--- src/low_battery_detect_consts.vh ---
// constants for the low-battery detect register bank
`ifndef LOW_BATTERY_DETECT_CONSTS_VH
`define LOW_BATTERY_DETECT_CONSTS_VH

// ==========================================
// register offsets
`define OFF_LOW_BATTERY_CONTROL      5'h05
`define OFF_LOW_BATTERY_STATUS_ROUTE 5'h06
`define OFF_PAGE_SELECT_REGISTER     5'h1f
`define OFF_IRQ_STATUS               5'h07
`define OFF_IRQ_MASK                 5'h08

// ==========================================
// reset values
`define RST_LOW_BATTERY_CONTROL      8'hb1
`define RST_LOW_BATTERY_STATUS_ROUTE 8'h96
`define RST_PAGE_SELECT_REGISTER     8'h00
`define RST_IRQ_MASK                 2'h0

// ==========================================
// field positions
`define BIT_MONITOR_ON     3
`define BIT_ABOVE_FLAG     7
`define BIT_PIN_ROUTE      6
`define PAGE_HI            1
`define PAGE_LO            0
`define PAGE_ZERO          2'h0
`define PAGE_ONE           2'h1
`define IRQ_BIT_FALL       0
`define IRQ_BIT_RISE       1

`endif

--- src/low_battery_detect_regs.v ---
// register bank for the supply low-battery detector
`timescale 1ns/100ps
// ==========================================
// Overview of operation
// - control bit 3 turns the supply monitor on or off
// - control bits 2..0 pick one of eight ascending trip levels
// - status bit 7 is read-only, 1 when the monitor is on and supply above trip level
// - status bit 6 routes the detect result to the output pin
// - low-battery registers at 0x05 and 0x06 decode only in page 1
// - page select register decodes at 0x1f in every page
// - page select bits 1..0 choose the presented register page
// - page code 00 is page 0, 01 is page 1, others unused
`include "low_battery_detect_consts.vh"

module low_battery_detect_regs #(
  parameter ADDR_WIDTH = 5,
  parameter DATA_WIDTH = 8
) (
  input  wire                  clock,
  input  wire                  rst,
  input  wire [ADDR_WIDTH-1:0] addr,
  input  wire [DATA_WIDTH-1:0] wr_data,
  input  wire                  wr_strobe,
  input  wire                  rd_strobe,
  output reg  [DATA_WIDTH-1:0] rd_data,
  input  wire                  comparator_above,
  output wire                  battery_monitor_on,
  output wire [2:0]            battery_trip_level,
  output reg                   battery_flag_pin,
  output wire                  irq
);

  // ==========================================
  // writable bit masks
  localparam [7:0] PAGE_WRITABLE = 8'hff; // all bits stored, 1..0 decode
  localparam [7:0] CTRL_WRITABLE = 8'hff; // upper nibble kept by software
  localparam [7:0] STAT_WRITABLE = 8'h7f; // bit 7 is the live flag
  localparam [1:0] MASK_WRITABLE = 2'h3;

  // ==========================================
  // register storage
  // configuration bytes
  reg [7:0]            low_battery_control;
  reg [7:0]            low_battery_status_route;
  reg [7:0]            page_select_register;

  // event status and mask
  reg [1:0]            irq_status;
  reg [1:0]            irq_mask;

  // detect path
  reg                  supply_above_level_flag;
  reg                  prev_flag;

  // next values of the configuration bytes
  reg [7:0]            next_low_battery_control;
  reg [7:0]            next_low_battery_status_route;
  reg [7:0]            next_page_select_register;

  // next values of events and mask
  reg [1:0]            next_irq_status;
  reg [1:0]            next_irq_mask;

  // next values of the detect path and read port
  reg                  next_supply_above_level_flag;
  reg                  next_prev_flag;
  reg                  next_battery_flag_pin;
  reg [7:0]            read_view;
  reg [DATA_WIDTH-1:0] next_rd_data;

  // ==========================================
  // decode nets
  // page field
  wire [1:0]           cur_page;
  wire                 page_one;

  // register selects
  wire                 sel_page;
  wire                 sel_ctrl;
  wire                 sel_stat;
  wire                 sel_irqs;
  wire                 sel_mask;

  // qualified strobes
  wire                 wr_page;
  wire                 wr_ctrl;
  wire                 wr_stat;
  wire                 wr_mask;
  wire                 irq_read;

  // detect path and events
  wire                 battery_flag_pin_route;
  wire [1:0]           events;
  wire [1:0]           irq_pending;
  wire [7:0]           status_view;

  // ==========================================
  // helper functions
  // address match, optionally gated by page 1
  function hit;
    input [ADDR_WIDTH-1:0] a;
    input [ADDR_WIDTH-1:0] off;
    input                  need_page1;
    input                  in_page1;
    begin
      hit = (a == off) && (!need_page1 || in_page1);
    end
  endfunction

  // two event bits widened to a register byte
  function [7:0] pad_events;
    input [1:0] bits;
    begin
      pad_events = {6'h00, bits};
    end
  endfunction

  // keep read-only bits, take writable bits from the bus
  function [7:0] merge_writable;
    input [7:0] old_value;
    input [7:0] bus_value;
    input [7:0] writable;
    begin
      merge_writable = (old_value & ~writable) | (bus_value & writable);
    end
  endfunction

  // ==========================================
  // decoding
  // page field and page-one test
  assign cur_page = page_select_register[`PAGE_HI:`PAGE_LO];
  assign page_one = (cur_page == `PAGE_ONE);

  // selects; 0x05 and 0x06 vanish outside page 1
  assign sel_page = hit(addr, `OFF_PAGE_SELECT_REGISTER, 1'b0, page_one);
  assign sel_ctrl = hit(addr, `OFF_LOW_BATTERY_CONTROL, 1'b1, page_one);
  assign sel_stat = hit(addr, `OFF_LOW_BATTERY_STATUS_ROUTE, 1'b1, page_one);
  assign sel_irqs = hit(addr, `OFF_IRQ_STATUS, 1'b0, page_one);
  assign sel_mask = hit(addr, `OFF_IRQ_MASK, 1'b0, page_one);

  // strobes qualified by selects
  assign wr_page  = wr_strobe & sel_page;
  assign wr_ctrl  = wr_strobe & sel_ctrl;
  assign wr_stat  = wr_strobe & sel_stat;
  assign wr_mask  = wr_strobe & sel_mask;
  assign irq_read = rd_strobe & sel_irqs;

  // control fields out to the analog side
  assign battery_monitor_on     = low_battery_control[`BIT_MONITOR_ON];
  assign battery_trip_level     = low_battery_control[2:0];
  assign battery_flag_pin_route = low_battery_status_route[`BIT_PIN_ROUTE];

  // flag edges: bit 1 rose, bit 0 fell
  assign events = {supply_above_level_flag & ~prev_flag,
                   ~supply_above_level_flag & prev_flag};

  // status byte as read: live flag over the route bits
  assign status_view = {supply_above_level_flag, low_battery_status_route[6:0]};

  // level interrupt from unmasked sticky events
  assign irq_pending = irq_status & irq_mask;
  assign irq         = |irq_pending;

  // ==========================================
  // next-value logic
  // page select
  always @* begin
    next_page_select_register = page_select_register;
    if (wr_page) begin
      next_page_select_register = merge_writable(page_select_register,
                                                 wr_data[7:0], PAGE_WRITABLE);
    end
  end

  // control byte, upper nibble kept by software
  always @* begin
    next_low_battery_control = low_battery_control;
    if (wr_ctrl) begin
      next_low_battery_control = merge_writable(low_battery_control,
                                                wr_data[7:0], CTRL_WRITABLE);
    end
  end

  // status and route byte, bit 7 read-only
  always @* begin
    next_low_battery_status_route = low_battery_status_route;
    if (wr_stat) begin
      next_low_battery_status_route = merge_writable(low_battery_status_route,
                                                     wr_data[7:0], STAT_WRITABLE);
    end
  end

  // event mask
  always @* begin
    next_irq_mask = irq_mask;
    if (wr_mask) begin
      next_irq_mask = wr_data[1:0] & MASK_WRITABLE;
    end
  end

  // sticky events, read clears, a new event wins
  always @* begin
    if (irq_read) begin
      next_irq_status = events;
    end else begin
      next_irq_status = irq_status | events;
    end
  end

  // detect flag, held low while the monitor is off
  always @* begin
    next_supply_above_level_flag = battery_monitor_on & comparator_above;
  end

  // flag history for edge detection
  always @* begin
    next_prev_flag = supply_above_level_flag;
  end

  // routed pin follows the live flag
  always @* begin
    next_battery_flag_pin = battery_flag_pin_route & supply_above_level_flag;
  end

  // byte presented by the selected register
  always @* begin
    read_view = 8'h00;
    case (1'b1)
      sel_page: begin
        read_view = page_select_register;
      end
      sel_ctrl: begin
        read_view = low_battery_control;
      end
      sel_stat: begin
        read_view = status_view;
      end
      sel_irqs: begin
        read_view = pad_events(irq_status);
      end
      sel_mask: begin
        read_view = pad_events(irq_mask);
      end
      default: begin
        read_view = 8'h00; // unmapped reads zero
      end
    endcase
  end

  // read port, zero unless a read was strobed
  always @* begin
    next_rd_data = {DATA_WIDTH{1'b0}};
    if (rd_strobe) begin
      next_rd_data = read_view;
    end
  end

  // ==========================================
  // configuration registers
  // page select
  always @(posedge clock) begin
    if (rst) begin
      page_select_register <= `RST_PAGE_SELECT_REGISTER;
    end else begin
      page_select_register <= next_page_select_register;
    end
  end

  // control byte
  always @(posedge clock) begin
    if (rst) begin
      low_battery_control <= `RST_LOW_BATTERY_CONTROL;
    end else begin
      low_battery_control <= next_low_battery_control;
    end
  end

  // status and route byte
  always @(posedge clock) begin
    if (rst) begin
      low_battery_status_route <= `RST_LOW_BATTERY_STATUS_ROUTE;
    end else begin
      low_battery_status_route <= next_low_battery_status_route;
    end
  end

  // event mask
  always @(posedge clock) begin
    if (rst) begin
      irq_mask <= `RST_IRQ_MASK;
    end else begin
      irq_mask <= next_irq_mask;
    end
  end

  // ==========================================
  // detect path and read port
  // sticky events
  always @(posedge clock) begin
    if (rst) begin
      irq_status <= 2'h0;
    end else begin
      irq_status <= next_irq_status;
    end
  end

  // detect flag
  always @(posedge clock) begin
    if (rst) begin
      supply_above_level_flag <= 1'b0;
    end else begin
      supply_above_level_flag <= next_supply_above_level_flag;
    end
  end

  // flag history
  always @(posedge clock) begin
    if (rst) begin
      prev_flag <= 1'b0;
    end else begin
      prev_flag <= next_prev_flag;
    end
  end

  // routed pin
  always @(posedge clock) begin
    if (rst) begin
      battery_flag_pin <= 1'b0;
    end else begin
      battery_flag_pin <= next_battery_flag_pin;
    end
  end

  // read data, valid the cycle after the strobe
  always @(posedge clock) begin
    if (rst) begin
      rd_data <= {DATA_WIDTH{1'b0}};
    end else begin
      rd_data <= next_rd_data;
    end
  end

endmodule

--- config.mk ---
export PLATFORM = sky130hd
export DESIGN_NAME = low_battery_detect_regs
export DESIGN_NICKNAME = d
export VERILOG_FILES = /design/src/low_battery_detect_regs.v
export VERILOG_INCLUDE_DIRS = /design/src
export SDC_FILE = /design/constraint.sdc
export NUM_CORES = 1
export LEC_CHECK = 0
export BUFFER_PORTS_ARGS = -buffer_cell sky130_fd_sc_hd__buf_2
export CAP_MARGIN = 20
export CORE_UTILIZATION = 60
export CTS_BUF_LIST = sky130_fd_sc_hd__clkbuf_8
export CTS_CLUSTER_SIZE = 40
export DETAILED_ROUTE_END_ITERATION = 10
export PLACE_DENSITY = 0.89
export SLEW_MARGIN = 20
export SYNTH_ARGS = -nofsm -noshare
export SYNTH_HDL_FRONTEND = slang
export SYNTH_SLANG_ARGS = --single-unit
--- constraint.sdc ---
create_clock -name clock -period 3.6 [get_ports clock]
set_input_delay 0.36 -clock clock [delete_from_list [all_inputs] [get_ports clock]]
set_output_delay 0.36 -clock clock [all_outputs]
set_load 0.02 [all_outputs]
==> summary by stage <==
Status
The flow ran to the end, and the final reports show no timing, DRC or antenna violations.

Worst setup path
The stage delay of the slowest cell on the critical path is 0.40 ns. The slack of the worst reg-to-reg path is 2.01 ns. The worst flop-to-flop path endpoint is low_battery_control[2].

The kind of critical path is flop to flop. The arrival time of the worst setup path is 1.74 ns. The signal on the critical path passes through nor4b_4, nand4_2, mux2i_1, nor2_1.

The worst setup path is launched from a flop. The reg-to-reg critical path startpoint is page_select_register[1]. The endpoint class of the critical path is a flop. Along the worst path, the maximum fanout reaches 12. The required time at the worst-slack endpoint is 3.75 ns. The slowest stage of the critical path is the sky130_fd_sc_hd__nor4b_4 cell. Measured in cells, the most critical reg-to-reg path has a length of 4.

Floorplanning
The starting density of the core is 63.4%. The die boundary height is 53.2 um. The number of primary I/O pins is 32.

The floorplan has 18 rows. The core outline area is 2480 um^2. Measured along the x axis, the die boundary spans 53.2 um.

The die covers 2830 um^2.

Synth
By area the synthesized netlist is led by sky130_fd_sc_hd__dfxtp_1 48%, sky130_fd_sc_hd__nor2_1 6.4%, sky130_fd_sc_hd__mux2i_1 6.4%. Summing every instance area after synthesis gives 1570 um^2. Of the post-synthesis cell area, the dominant cell type holds 48.4%. The number of standard cells after synthesis is 175. The average instance area after synthesis is 8.98 um^2.

The count of state elements after synthesis is 38. For this run, the number of Yosys warnings is 0. Counting every net in the synthesized netlist gives 193.

The leading area contributor after synthesis is sky130_fd_sc_hd__dfxtp_1. Counting distinct cell types in the post-synthesis netlist gives 26. The portion of the post-synthesis area used by sequential elements is 48.4%.

GRT
Entering global routing, the biggest net connects 38 pins. The via count of the first global-routing pass came to 1229. Global routing consumed, over all layers together, 28.0% of the routing resources. The aggregate global routing overflow is 0. The initial antenna violation count is 0. The first-pass GRT wire length is 5.48 mm.

Clock tree
The number of buffers inserted by post-CTS setup repair is 0. Counting the buffers created by CTS gives 5. The deepest level of the CTS H-tree is 2. The buffer cell driving the clock tree root is sky130_fd_sc_hd__clkbuf_8. The number of hold buffers added after CTS was 0. The TritonCTS sink count is 38. The worst-skew pair later-pin latency is 0.29 ns. TritonCTS built the clock tree. After clock tree synthesis, the clock-pin slew on the worst setup and hold paths is 0.07 ns. The longest clock path from root to sink contains 2 buffers.

The post-cts repair resize count is 0.

Route
The total iterations of the first detailed-routing run is 5. The final antenna-violating net count is 0. The count of unresolved DRC violations after routing is 0. The first routing iteration left 42 violations. After detailed routing, the average wire length per cell comes to 14.7 um. The vias after detailed routing is 1357. Using the TritonRoute via totals, the vias-per-cell ratio works out to 5.98. The total detailed-routing wirelength is 3.34 mm.

Final layout
The count of inserted antenna diode cells is 0. Excluding fillers, the count of instances in the completed layout stands at 227. At the end of the flow, the number of nets in the layout was 216. The post-route netlist has 21.3% of its cells at a drive strength greater than 1. Registers take 761 um^2. The area added between synthesis and finish is 12.6%. The multi-input logic area is 733 um^2. The number of fill cells in the layout is 194.

After routing the design area is 1770 um^2.

STA
The final worst-path setup slack is 2.01 ns. The final period demand of the worst path is 1.59 ns. Summed over all failing endpoints, the final setup total negative slack is 0 ns.

Final hold analysis gives a worst-case slack of 0.305 ns. The final-report max-slew violation count came to 0. The clock arrives with 0.00690 ns of skew.

Setup violations remaining at the end of the flow were counted as 0. The achievable clock frequency is 628 MHz. Setup repair after global routing left no endpoint under its margin. Of the available clock period, the critical path in the final layout requires 44.2%. The number of failing hold endpoints at the final stage is 0. Headroom to the max-slew limit came out at 58.2%. The transition time of the tightest slew-check pin is 0.626 ns.

Min path
Along the worst hold path, the cell count comes to 3. The sink of the worst hold path is next_prev_flag. The origin of the worst min-delay path is comparator_above. The type of the tightest min-delay check is input port to flop.

Power
Sequential cells account for 56.8% of the total power. In this run the static leakage power is 0.770 nW. For this design the ratio of total power to cell area is 420 nW/um^2. The internal power is 0.583 mW.

Per report_power, the combinational group accounts for 5.8% of the total. The power share of the clock group is 37.4%. The power spent charging and discharging nets is 0.161 mW.

Net switching is 21.6% of the power. The maximum ir drop on the vdd rail is 0.332 mV.

Flow run
The count of max-cap constraint violations is 0.

Place
At the placement stage, the worst setup path has a slack of 1.73 ns. The total placed cells including tap cells is 221. The count of buffers added on input and output ports is 31.

The wire-length estimate of the detail-placed layout is 2.42 mm. The final weighted congestion in routability-driven placement is 0.915. The area of placed instances is 1690 um^2.
==> layout by cell type, fill, tap and decap left out, drive strengths merged, types with 2 or more instances in the layout <==
cell,synthesis,layout
a22o,10,10
buf,10,31
dfxtp,38,38
nand3,11,11
nor2,28,28
nor3,11,11
and2,2,2
a21oi,17,17
nor2b,5,5
clkbuf,5,6
nand2,11,11
a22oi,6,6
nand4,3,3
mux2i,10,10
==> power groups by stage <==
stage	combinational [mW]	clock [mW]	sequential, mW
after floorplan	0.0239	0	0.431
after global placement	0.0404	0	0.431
after detailed placement	0.0415	0	0.431
after CTS	0.0422	0.283	0.422
after global routing	0.0470	0.302	0.422
final	0.0432	0.278	0.422
==> routing by layer <==
layer  share of wire [%]  vias to the layer above  global-route usage [%]
li1                    -                      664                       -
met1                  44                      622                    34.8
met2                  48                       62                    44.3
met3                 6.9                        9                    7.47
met4                 1.8                        0                    14.0
met5                   0                        -                       0
==> sequential cells by signal, summed over array words and instances, names as in the netlist <==
name and flops:
battery_flag_pin 1, irq_mask 2, irq_status 2, low_battery_control 8, low_battery_status_route 7, next_prev_flag 1
page_select_register 8, prev_flag 1, rd_data 8
==> how the worst max path moves through the flow <==
| stage | from | cells past startpoint | to | slack [ns] |
|---|---|---|---|---|
| 5_1_grt | page_select_register[1] | 4 | low_battery_control[5] | 1.86 |
| 4_1_cts | page_select_register[1] | 4 | low_battery_control[2] | 2.01 |
| 3_3_place_gp | addr[0] | 5 | low_battery_control[1] | 1.80 |
| 6_report | page_select_register[1] | 4 | low_battery_control[2] | 2.01 |
| 2_1_floorplan | addr[3] | 6 | low_battery_control[3] | 2.14 |
| 3_5_place_dp | addr[0] | 5 | low_battery_control[1] | 1.73 |
==> logic make-up (layout without fill, tap and decap cells) <==
| family | after synthesis | in the layout | synth area share (%) |
|---|---|---|---|
| flops | 38 | 38 | 48.4 |
| buf+inv | 15 | 37 | 4.94 |
| compound gates | 37 | 37 | 16.3 |
| mux | 10 | 10 | 6.37 |
| simple gates | 75 | 75 | 24.0 |
==> area by class of cell <==
class	instances	share of cell area, %
multi-input cells	122	41.4
flip-flops and latches	38	43.0
clock buffers	6	4.67
well taps	30	2.12
repair buffers	31	8.77
==> cells in the mapped netlist (all sizes together) <==
cell type  number
a222oi          1
nor2           28
nor2b           5
nor3           11
clkbuf          5
nand4           3
a22o           10
nand2          11
and3            1
nor4b           1
nand2b          1
nand3          11
buf            10
a32oi           1
a21oi          17
nor4            1
and2            2
a211oi          1
a22oi           6
mux2i          10
a21o            1
dfxtp          38
==> per-stage QoR <==
| step | power (mW) | utilization (%) |
|---|---|---|
| CTS | 0.747 | 71.4 |
| finish | 0.743 | 71.4 |
| global route | 0.771 | 71.4 |
| global placement | 0.472 | 68.1 |
| detailed placement | 0.473 | 68.1 |
| floorplan | 0.455 | - |
==> critical path, delay by kind of cell, from the launching register on <==
family / cells / cell delay, ns
muxes: 1 / 0.26
DFF: 1 / 0.36
and+or+nand+nor: 3 / 0.84
Note: power is estimated with default switching activity, not from simulation.
